<file path="config.mk">
export PLATFORM = sky130hd
export DESIGN_NAME = serial_port
export DESIGN_NICKNAME = d
export VERILOG_FILES = /design/src/uart9_pkg.sv /design/src/serial_port.sv
export SDC_FILE = /design/constraint.sdc
export NUM_CORES = 1
export LEC_CHECK = 0
export BUFFER_PORTS_ARGS = -buffer_cell sky130_fd_sc_hd__buf_2
export CAP_MARGIN = 30
export CORE_AREA = 2 2 95 88
export DETAILED_ROUTE_END_ITERATION = 8
export DIE_AREA = 0 0 97 90
export GPL_TIMING_DRIVEN = 0
export HOLD_SLACK_MARGIN = 0.03
export PLACE_DENSITY = 0.77
export RECOVER_POWER = 25
export SKIP_CTS_REPAIR_TIMING = 1
export SYNTH_ARGS = -nofsm -noshare
export SYNTH_HDL_FRONTEND = slang
export SYNTH_SLANG_ARGS = --single-unit
</file>
<file path="constraint.sdc">
create_clock -name mclk -period 5.9 [get_ports mclk]
set_clock_uncertainty 0.1 [all_clocks]
set_input_delay 0.295 -clock mclk [delete_from_list [all_inputs] [get_ports mclk]]
set_output_delay 0.295 -clock mclk [all_outputs]
set_load 0.02 [all_outputs]
</file>
<file path="src/uart9_pkg.sv">
/*
  Constants, register layout and carrier types for the nine-bit capable
  asynchronous serial port. Assumes a classic Wishbone master with 32-bit
  data and a byte address of which the low four bits reach the block.
*/
// Behaviour
// - Ten-bit frame: low start, eight data bits LSB first, high stop.
// - Ten-bit mode stores the received stop bit as received ninth bit.
// - Ten-bit mode bit rate comes from rate timer overflows.
// - Buffer write requests transmit; ten-bit mode loads one into ninth position.
// - Transmit starts just after next divide-by-16 rollover, bit times follow counter.
// - Start bit first, shift output one bit later, first shift one bit after.
// - Zeros enter left; marker pattern ends frame and sets done at tenth rollover.
// - Eleven-bit modes load ninth bit value; first shift inserts stop one.
// - Eleven-bit modes end transmit and set done at eleventh rollover.
// - Sample line at 16x; falling edge resets counter, loads all ones.
// - Samples at counter states 7, 8 and 9; majority decides the bit.
// - A non-zero first bit aborts reception and resumes edge search.
// - Nine-bit receive register; start bit at end triggers last shift, load.
// - Ten-bit load needs done flag clear and filter off or stop one.
// - Ten-bit receiver always returns to edge search after final shift.
// - Eleven-bit frame: start, eight data LSB first, ninth bit, stop.
// - Fixed-rate eleven-bit mode runs at clock/16 or clock/32.
// - Variable-rate eleven-bit mode uses rate timer overflows.
// - Eleven-bit accept needs done flag clear and filter off or ninth one.
// - Accepted eleven-bit frame loads ninth bit, data byte, sets done flag.
// - Eleven-bit receiver resumes edge search one bit time after final shift.
package uart9_pkg;

  // ----------------------------------------
  // Register offsets (byte addresses)
  // ----------------------------------------
  localparam logic [3:0] ADDR_BUFFER  = 4'h0;
  localparam logic [3:0] ADDR_CONTROL = 4'h4;
  localparam logic [3:0] ADDR_RATE    = 4'h8;

  // ----------------------------------------
  // Control register fields
  // ----------------------------------------
  localparam int CTL_RX_FLAG   = 0;
  localparam int CTL_TX_FLAG   = 1;
  localparam int CTL_RX_NINTH  = 2;
  localparam int CTL_TX_NINTH  = 3;
  localparam int CTL_RX_ENABLE = 4;
  localparam int CTL_FILTER    = 5;
  localparam int CTL_MODE_LO   = 6;

  // Rate register fields
  localparam int RATE_RELOAD_LO = 0;
  localparam int RATE_HALF      = 8;

  // ----------------------------------------
  // Reset values
  // ----------------------------------------
  localparam logic [1:0] MODE_RESET   = 2'h0;
  localparam logic [7:0] RELOAD_RESET = 8'h00;

  // ----------------------------------------
  // Modes and timing counts
  // ----------------------------------------
  localparam logic [1:0] MODE_SHIFT = 2'h0;
  localparam logic [1:0] MODE_TEN   = 2'h1;
  localparam logic [1:0] MODE_FIXED = 2'h2;
  localparam logic [1:0] MODE_VAR   = 2'h3;

  localparam logic [7:0] RATE_TOP      = 8'hff;
  localparam logic [3:0] DIV_LAST      = 4'hf;
  localparam logic [3:0] SAMPLE_FIRST  = 4'h7;
  localparam logic [3:0] SAMPLE_MID    = 4'h8;
  localparam logic [3:0] SAMPLE_LAST   = 4'h9;
  localparam logic [8:0] RX_SHIFT_INIT = 9'h1ff;
  localparam logic [7:0] TX_END_MARK   = 8'h01;

  // ----------------------------------------
  // Carrier types
  // ----------------------------------------
  typedef struct packed {
    logic        cyc;
    logic        stb;
    logic        we;
    logic [3:0]  adr;
    logic [3:0]  sel;
    logic [31:0] dat;
  } wb_req_t;

  typedef struct packed {
    logic        ack;
    logic [31:0] dat;
  } wb_rsp_t;

  typedef enum logic [1:0] {TX_IDLE, TX_START, TX_DATA} tx_state_t;
  typedef enum logic [1:0] {RX_IDLE, RX_BITS, RX_STOP} rx_state_t;

endpackage
</file>
<file path="src/serial_port.sv">
/*
  Asynchronous serial port with a ten-bit mode and two eleven-bit modes,
  register access over a classic Wishbone slave. Assumes rxd is already
  synchronous to mclk and that the bus master follows classic cycles.
*/
module serial_port (
  // Clock and reset
  input  wire logic               mclk,
  input  wire logic               rst_n,
  // Register bus
  input  wire uart9_pkg::wb_req_t wb_req,
  output      uart9_pkg::wb_rsp_t wb_rsp,
  // Serial line
  input  wire logic               rxd,
  output      logic               txd,
  // Interrupt request
  output      logic               serial_irq
);
  import uart9_pkg::*;

  typedef struct packed {
    wb_rsp_t    rsp;
    logic [1:0] mode;
    logic       filter;
    logic       rx_en;
    logic       tx_ninth;
    logic       rx_ninth;
    logic       tx_flag;
    logic       rx_flag;
    logic [7:0] reload;
    logic       half;
    logic [7:0] rate_cnt;
    logic       half_tgl;
    logic [3:0] tx_div;
    logic       tx_req;
    tx_state_t  tx_st;
    logic [8:0] tx_shift;
    logic       tx_shifted;
    logic       txd;
    logic       irq;
    rx_state_t  rx_st;
    logic [3:0] rx_div;
    logic [8:0] rx_shift;
    logic       rx_prev;
    logic [1:0] rx_smp;
    logic       rx_first;
    logic [7:0] rx_buf;
  } state_t;

  state_t s_r;
  state_t s_nxt;

  assign wb_rsp     = s_r.rsp;
  assign txd        = s_r.txd;
  assign serial_irq = s_r.irq;

  always_comb begin
    logic       tick;
    logic       req;
    logic       wr;
    logic       tx_roll;
    logic       tx_set;
    logic       rx_set;
    logic       maj;
    logic       eleven;
    logic [7:0] ctl;
    tick    = 1'b0;
    req     = 1'b0;
    wr      = 1'b0;
    tx_roll = 1'b0;
    tx_set  = 1'b0;
    rx_set  = 1'b0;
    maj     = 1'b0;
    eleven  = 1'b0;
    ctl     = 8'h00;
    s_nxt   = s_r;

    // ----------------------------------------
    // Bit-rate tick at sixteen times the bit rate
    // ----------------------------------------
    case (s_r.mode)
      MODE_TEN, MODE_VAR: begin
        s_nxt.rate_cnt = s_r.rate_cnt + 8'h01;
        if (s_r.rate_cnt == RATE_TOP) begin
          s_nxt.rate_cnt = s_r.reload;
          tick = 1'b1;
        end
      end
      MODE_FIXED: begin
        // Tick every clock gives clock/16, every second clock clock/32
        s_nxt.half_tgl = ~s_r.half_tgl;
        tick = ~s_r.half | s_r.half_tgl;
      end
      default: begin
        tick = 1'b0;
      end
    endcase
    eleven = (s_r.mode == MODE_FIXED) || (s_r.mode == MODE_VAR);

    // ----------------------------------------
    // Wishbone slave: ack one cycle after request
    // ----------------------------------------
    req = wb_req.cyc & wb_req.stb & ~s_r.rsp.ack;
    wr  = req & wb_req.we;
    s_nxt.rsp.ack = req;
    s_nxt.rsp.dat = 32'h0000_0000;
    ctl[CTL_MODE_LO +: 2] = s_r.mode;
    ctl[CTL_FILTER]       = s_r.filter;
    ctl[CTL_RX_ENABLE]    = s_r.rx_en;
    ctl[CTL_TX_NINTH]     = s_r.tx_ninth;
    ctl[CTL_RX_NINTH]     = s_r.rx_ninth;
    ctl[CTL_TX_FLAG]      = s_r.tx_flag;
    ctl[CTL_RX_FLAG]      = s_r.rx_flag;
    if (req && !wb_req.we) begin
      case (wb_req.adr)
        ADDR_BUFFER:  s_nxt.rsp.dat = {24'h00_0000, s_r.rx_buf};
        ADDR_CONTROL: s_nxt.rsp.dat = {24'h00_0000, ctl};
        ADDR_RATE:    s_nxt.rsp.dat = {23'h00_0000, s_r.half, s_r.reload};
        default:      s_nxt.rsp.dat = 32'h0000_0000;
      endcase
    end
    if (wr && wb_req.sel[0] && wb_req.adr == ADDR_CONTROL) begin
      s_nxt.mode     = wb_req.dat[CTL_MODE_LO +: 2];
      s_nxt.filter   = wb_req.dat[CTL_FILTER];
      s_nxt.rx_en    = wb_req.dat[CTL_RX_ENABLE];
      s_nxt.tx_ninth = wb_req.dat[CTL_TX_NINTH];
      s_nxt.rx_ninth = wb_req.dat[CTL_RX_NINTH];
      s_nxt.tx_flag  = wb_req.dat[CTL_TX_FLAG];
      s_nxt.rx_flag  = wb_req.dat[CTL_RX_FLAG];
    end
    if (wr && wb_req.sel[0] && wb_req.adr == ADDR_RATE) begin
      s_nxt.reload = wb_req.dat[RATE_RELOAD_LO +: 8];
    end
    if (wr && wb_req.sel[1] && wb_req.adr == ADDR_RATE) begin
      s_nxt.half = wb_req.dat[RATE_HALF];
    end
    // Writes while a frame is pending or in flight are dropped, not queued
    if (wr && wb_req.sel[0] && wb_req.adr == ADDR_BUFFER && !s_r.tx_req &&
        s_r.tx_st == TX_IDLE && s_r.mode != MODE_SHIFT) begin
      s_nxt.tx_shift   = {(eleven ? s_r.tx_ninth : 1'b1), wb_req.dat[7:0]};
      s_nxt.tx_req     = 1'b1;
      s_nxt.tx_shifted = 1'b0;
    end

    // ----------------------------------------
    // Transmitter, stepped by divide-by-16 rollovers
    // ----------------------------------------
    if (tick) begin
      s_nxt.tx_div = s_r.tx_div + 4'h1;
    end
    tx_roll = tick && (s_r.tx_div == DIV_LAST);
    if (tx_roll) begin
      case (s_r.tx_st)
        TX_IDLE: begin
          if (s_r.tx_req) begin
            s_nxt.tx_st  = TX_START;
            s_nxt.tx_req = 1'b0;
          end
        end
        TX_START: begin
          s_nxt.tx_st = TX_DATA;
        end
        TX_DATA: begin
          if (s_r.tx_shifted && s_r.tx_shift[8:1] == TX_END_MARK) begin
            s_nxt.tx_st = TX_IDLE;
            tx_set      = 1'b1;
          end
          // Eleven-bit modes insert the stop one on the first shift only
          s_nxt.tx_shift   = {(eleven && !s_r.tx_shifted), s_r.tx_shift[8:1]};
          s_nxt.tx_shifted = 1'b1;
        end
        default: begin
          s_nxt.tx_st = TX_IDLE;
        end
      endcase
    end
    case (s_nxt.tx_st)
      TX_START: s_nxt.txd = 1'b0;
      TX_DATA:  s_nxt.txd = s_nxt.tx_shift[0];
      default:  s_nxt.txd = 1'b1;
    endcase

    // ----------------------------------------
    // Receiver, sampled at sixteen times the bit rate
    // ----------------------------------------
    if (tick) begin
      case (s_r.rx_st)
        RX_IDLE: begin
          s_nxt.rx_prev = rxd;
          if (s_r.rx_en && s_r.rx_prev && !rxd) begin
            s_nxt.rx_st    = RX_BITS;
            s_nxt.rx_div   = 4'h0;
            s_nxt.rx_shift = RX_SHIFT_INIT;
            s_nxt.rx_first = 1'b1;
          end
        end
        RX_BITS: begin
          s_nxt.rx_div = s_r.rx_div + 4'h1;
          if (s_r.rx_div == SAMPLE_FIRST || s_r.rx_div == SAMPLE_MID) begin
            s_nxt.rx_smp = {s_r.rx_smp[0], rxd};
          end
          if (s_r.rx_div == SAMPLE_LAST) begin
            maj = (s_r.rx_smp[1] & s_r.rx_smp[0]) | (s_r.rx_smp[1] & rxd) |
                  (s_r.rx_smp[0] & rxd);
            s_nxt.rx_first = 1'b0;
            s_nxt.rx_shift = {maj, s_r.rx_shift[8:1]};
            if (s_r.rx_first && maj) begin
              s_nxt.rx_st   = RX_IDLE;
              s_nxt.rx_prev = rxd;
            end else if (!s_r.rx_shift[0]) begin
              // Start bit at the far end: this is the last shift
              if (!s_r.rx_flag && (!s_r.filter || maj)) begin
                s_nxt.rx_buf   = s_r.rx_shift[8:1];
                s_nxt.rx_ninth = maj;
                rx_set         = 1'b1;
              end
              if (eleven) begin
                s_nxt.rx_st = RX_STOP;
              end else begin
                s_nxt.rx_st   = RX_IDLE;
                s_nxt.rx_prev = rxd;
              end
            end
          end
        end
        RX_STOP: begin
          s_nxt.rx_div = s_r.rx_div + 4'h1;
          if (s_r.rx_div == SAMPLE_LAST) begin
            s_nxt.rx_st   = RX_IDLE;
            s_nxt.rx_prev = rxd;
          end
        end
        default: begin
          s_nxt.rx_st = RX_IDLE;
        end
      endcase
    end

    // ----------------------------------------
    // Sticky flags: hardware set wins over a software clear
    // ----------------------------------------
    s_nxt.tx_flag = s_nxt.tx_flag | tx_set;
    s_nxt.rx_flag = s_nxt.rx_flag | rx_set;
    s_nxt.irq     = s_nxt.tx_flag | s_nxt.rx_flag;
  end

  always_ff @(posedge mclk) begin
    if (!rst_n) begin
      s_r         <= '0;
      s_r.mode    <= MODE_RESET;
      s_r.reload  <= RELOAD_RESET;
      s_r.txd     <= 1'b1;
      s_r.rx_prev <= 1'b1;
      s_r.tx_st   <= TX_IDLE;
      s_r.rx_st   <= RX_IDLE;
    end else begin
      s_r <= s_nxt;
    end
  end

endmodule

</file>
### Word level (Yosys, flattened, before mapping)

Index checks and enable logic that the tools add are counted.
Widths: inputs -> output; s select.

* bits in registers: 105
* input bits: 46
* output and inout port bits: 35
* logic and storage cells: 162

* add/sub/neg operators: 3
* eq/ne operators: 22
* multiplexer cells: 51
* bitwise operators: 17
* reductions and logical operators: 42

Operator list (count)
* $mux 8: 4
* $mux 10: 3
* $pmux 9 s3: 1
* $mux 1: 24
* $pmux 9 s2: 1
* $logic_and 1x1->1: 17
* $eq 4x4->1 const B: 4
* $mux 15: 1
* $mux 13: 1
* $mux 2: 6
* $pmux 2 s3: 2
* $reduce_and 6->1: 2
* $eq 2x2->1 const B: 5
* $mux 9: 1
* $add 4x1->4 const B: 2
* $add 8x1->8 const B: 1
* $eq 2x1->1 const B: 4
* $eq 4x3->1 const B: 2
* $eq 8x1->1 const B: 1
* $eq 8x8->1 const B: 1
* $pmux 4 s2: 1
* $and 1x1->1: 6
* $logic_not 1->1: 6
* $mux 3: 2
* 16 further kinds: 37

### Logic depth before layout (Yosys ltp)

* depth in word-level cells: 14
* mapped depth: 8
* mapped depth without buffers: 7

### Least setup slack after synthesis

OpenSTA, ideal clock, no wires.

* path type: register to register
* from: reg s_r[47] (netlist name)
* to: reg s_r[38] (netlist name)
* library setup time: 0.115 ns
* arrival: 1.805 ns
* data required time: 5.685 ns
* slack: 3.881 ns
* cell stages (with the launch flop): 8
* buffers on the path: 1
* clock period less this slack: 2.019 ns
* cell sequence: dfxtp_1 ha_1 nand4_1 a2bb2oi_2 or4_4 buf_6 and3_1 o21a_1

* word-level cells in the longest chain between the ends: 5

Ends and longest elaborated chain
* start, declared: line serial_port.sv:50 `state_t s_r;`
* start signal, assigned: line serial_port.sv:257 `s_r <= s_nxt;`
* $eq 8x8->1: line serial_port.sv:84 `if (s_r.rate_cnt == RATE_TOP) begin`
* $mux 1: line serial_port.sv:84
* $pmux 1 s2: line serial_port.sv:81 `case (s_r.mode)`
* $logic_and 1x1->1: line serial_port.sv:151 `tx_roll = tick && (s_r.tx_div == DIV_LAST);`
* $mux 13: line serial_port.sv:152 `if (tx_roll) begin`

No other way between the ends.
A chain may end at the register's enable or synchronous reset.

### Worst setup path after layout

* from: reg s_r[47] (netlist name)
* to: reg s_r[20] (netlist name)

* word-level cells in the longest chain between the ends: 4

Ends and longest elaborated chain (line)
* $eq 8x8->1: serial_port.sv:84
* $mux 1: serial_port.sv:84
* $pmux 1 s2: serial_port.sv:81
* $reduce_and 4->1 (no line)

No other way between the ends.

==> flow_metrics.py <==
metrics = {
    "outcome": {
        "status": "finished clean",
    },
    "route": {
        "wl_met3_um": 572,
        "wl_mm": 9.09,
        "drc": 0,
        "ant_nets": 0,
        "drt-met1-wl_mm": 4.06,
        "vias": 3301,
        "dr.pass1.iters": 5,
        "vias_per_cell": 5.42,
        "drtIter0Drc": 171,
        "wl_per_cell_um": 14.9,
        "route.met2.wl_mm": 4.33,
        "top_layer_used": "met4",
    },
    "die": {
        "core_um2": 7800,
        "rows": 31,
        "pin_count": 81,
        "die_area_um2": 8730,
        "initial_utilization_pct": 52.7,
        "die_h_um": 90,
        "chipWidth_um": 97,
    },
    "clock_network": {
        "root_buffer": "clkbuf_8",
        "clk_path_buf_depth": 2,
        "cts_buffers": 9,
        "clock-sinks": 82,
        "worst_skew_pair.late_latency_ps": 350,
        "cts_tree": "yes",
        "clk_pin_slew_ps": 80,
        "h-tree-depth": 3,
    },
    "timing": {
        "min_period_ps": 2490,
        "hold_viol_final": 0,
        "clock.fmax_mhz": 402,
        "rsz0062_at_grt": "false",
        "setup_viol": 0,
        "fin_hold_ws_ps": 120,
        "tightest_slew_ps": 754,
        "finalCritPeriodShare_pct": 42.2,
        "fin_tns_setup_ps": 0,
        "slew_viol_final": 0,
        "slew_headroom_pct": 49.5,
    },
    "pwr": {
        "p_leak_nw": 2.18,
        "power.density_nw_per_um2": 228,
        "ir_drop_v": 0.000135,
        "total_power_mw": 1.06,
    },
    "min_path": {
        "min_to": "s_r[55]",
        "hp-class": "input pin to flip-flop",
        "hold_depth": 3,
        "min-delay-start": "wb_req[8]",
    },
    "global_routing": {
        "grt_pass1_vias": 3103,
        "grt_usage_pct": 21.3,
        "grt_max_degree": 13,
        "grt-ovfl-total": 0,
        "grt_pass1_wl_mm": 15.1,
        "antenna_found_initial": 0,
    },
    "critical_path": {
        "worst_setup_path_start_kind": "flip-flop",
        "cp_max_fo": 10,
        "crit_path_end_kind": "flip-flop",
        "cp_cell_sequence": "ha_1 > nand4_1 > o2bb2ai_1 > o211ai_1 > buf_4 > o311a_1",
        "crit_start": "s_r[47]",
        "reg2reg_depth": 6,
        "required_ps": 6040,
        "worst_r2r_startpoint": "s_r[47]",
        "r2r_end": "s_r[20]",
        "ff2ff_setup_slack_ps": 3410,
        "path_class": "flip-flop to flip-flop",
        "slowest_delay_ps": 440,
        "cp.arrival_ps": 2630,
        "crit_slowest_cell": "o2bb2ai_1",
    },
    "yosys": {
        "synth_ff_type": "dfxtp_1",
        "synth-seq-cells": 82,
        "ys_seq_area_share_pct": 39.9,
        "synth_top_cell_area_share_pct": 39.9,
        "syn_area_um2": 4110,
        "synth_area_per_cell_um2": 9.30,
        "syn_inst": 442,
        "yosysTopAreaCell": "dfxtp_1",
        "yosysWarnings": 0,
        "synth_cell_types": 52,
        "synth_top_cells_by_area": "dfxtp_1 (40%), mux2i_1 (11%), buf_4 (6.2%), nor2b_1 (4.6%), nand2_1 (2.9%)",
        "synth_edf_count": 0,
        "synth-async-reset-ratio_pct": 0,
    },
    "final_layout": {
        "utilization_pct": 59.9,
        "syn_to_final_growth_pct": 13.5,
        "antennaDiodeCount": 0,
        "final_nets": 561,
        "drive_above_1_share_pct": 15.3,
        "design_area_um2": 4670,
    },
    "flow_run": {
        "maxCapViolCount": 0,
    },
    "place": {
        "gp_congestion": 0.891,
        "place_area_um2": 4470,
        "hpwl_mm": 6.75,
        "port_buffers": 31,
    },
}
## synth_stat cells, types with 2 or more instances
cell,number
dfxtp_1,82
mux2i_1,47
buf_4,34
nand2_1,32
nor2b_1,30
nor2_1,28
a21oi_1,18
nand2b_1,14
clkbuf_1,13
inv_1,11
o211a_1,11
ha_1,9
o311a_1,9
nand3_1,8
nand4_1,8
a21boi_0,7
and2_1,7
buf_2,7
xnor2_1,6
and3_1,5
nor3b_1,5
o21ai_0,5
nand3b_1,4
o21a_1,4
nor3_1,3
o211ai_1,3
o31ai_1,3
a211oi_1,2
nor4_1,2
o2bb2ai_1,2
o31a_1,2
## cells in the final DEF (no fill, tap or decap), types with 3 or more instances in the layout
master / n
nor2b_1: 30
buf_2: 24
buf_4: 34
nand3_1: 8
a21boi_0: 7
and3_1: 5
nand3b_1: 4
o21a_1: 4
o31ai_1: 3
nand2b_1: 14
nand2_1: 32
o211a_1: 11
nand4_1: 8
and2_1: 7
clkbuf_1: 29
o21ai_0: 5
nor2_1: 28
nor3_1: 3
clkbuf_8: 11
a21oi_1: 18
dfxtp_1: 82
conb_1: 23
o211ai_1: 3
inv_1: 11
ha_1: 9
xnor2_1: 6
o311a_1: 9
nor3b_1: 5
mux2i_1: 47
## how the worst max path moves through the flow
stage / to / slack [ps] / cells after the start
5_1_grt: s_r[20] / 3240 / 6
2_1_floorplan: s_r[38] / 3880 / 7
3_5_place_dp: s_r[20] / 3450 / 6
6_report: s_r[20] / 3410 / 6
3_3_place_gp: s_r[20] / 3490 / 6
4_1_cts: s_r[20] / 3430 / 6
## per-stage QoR
stage	std cells	setup WS, ps
finish	609	3410
global route	609	3240
CTS	609	3430
detailed placement	594	3450
global placement	594	3490
floorplan	464	3880
## metal layers
layer,up-vias,track usage (%)
met3,13,5.44
met5,-,0
li1,1627,-
met2,110,35.9
met4,0,6.22
met1,1551,26.8
## critical path: cells and delay by family (launching register included)
kind / cells / cell delay [ps]
AOI/OAI and AO/OA: 3 / 1180
adders and majority gates: 1 / 220
buffers and inverters: 1 / 310
DFF: 1 / 370
and+or+nand+nor: 1 / 190
## flip-flops by register name, summed over array words and instances, names as in the netlist
name / cells
serial_irq: 1
wb_rsp: 10
s_r: 70
txd: 1
## final cells by class
type | count | area, um^2
Clock buffer | 13 | 159
Inverter | 11 | 41.3
Sequential cell | 82 | 1640
Tap cell | 99 | 124
Timing Repair Buffer | 31 | 140
Buffer | 55 | 348
Multi-Input combinational cell | 316 | 2150
Clock inverter | 2 | 60.1
Fill cell | 714 | 3130
## cells by family (layout without fill, tap and decap cells)
family / count (synthesis) / count (layout) / share of synthesized area (%)
flip-flops: 82 / 82 / 39.9
other: 1 / 23 / 0.0912
AND/OR/NAND/NOR: 154 / 154 / 20.5
AO/OA/AOI/OAI: 74 / 74 / 13.8
XOR/XNOR: 7 / 7 / 1.49
buffers and inverters: 66 / 112 / 9.53
multiplexers: 48 / 48 / 11.7
adder cells (fa/ha/maj): 10 / 10 / 2.98
## power breakdown
| part | internal, mW | total (mW) | switching [mW] |
|---|---|---|---|
| combinational | 0.0235 | 0.0608 | 0.0373 |
| clock | 0.260 | 0.449 | 0.190 |
| sequential | 0.553 | 0.554 | 0.000409 |
| total | 0.837 | 1.06 | 0.227 |
(Power assumes the default switching activity.)
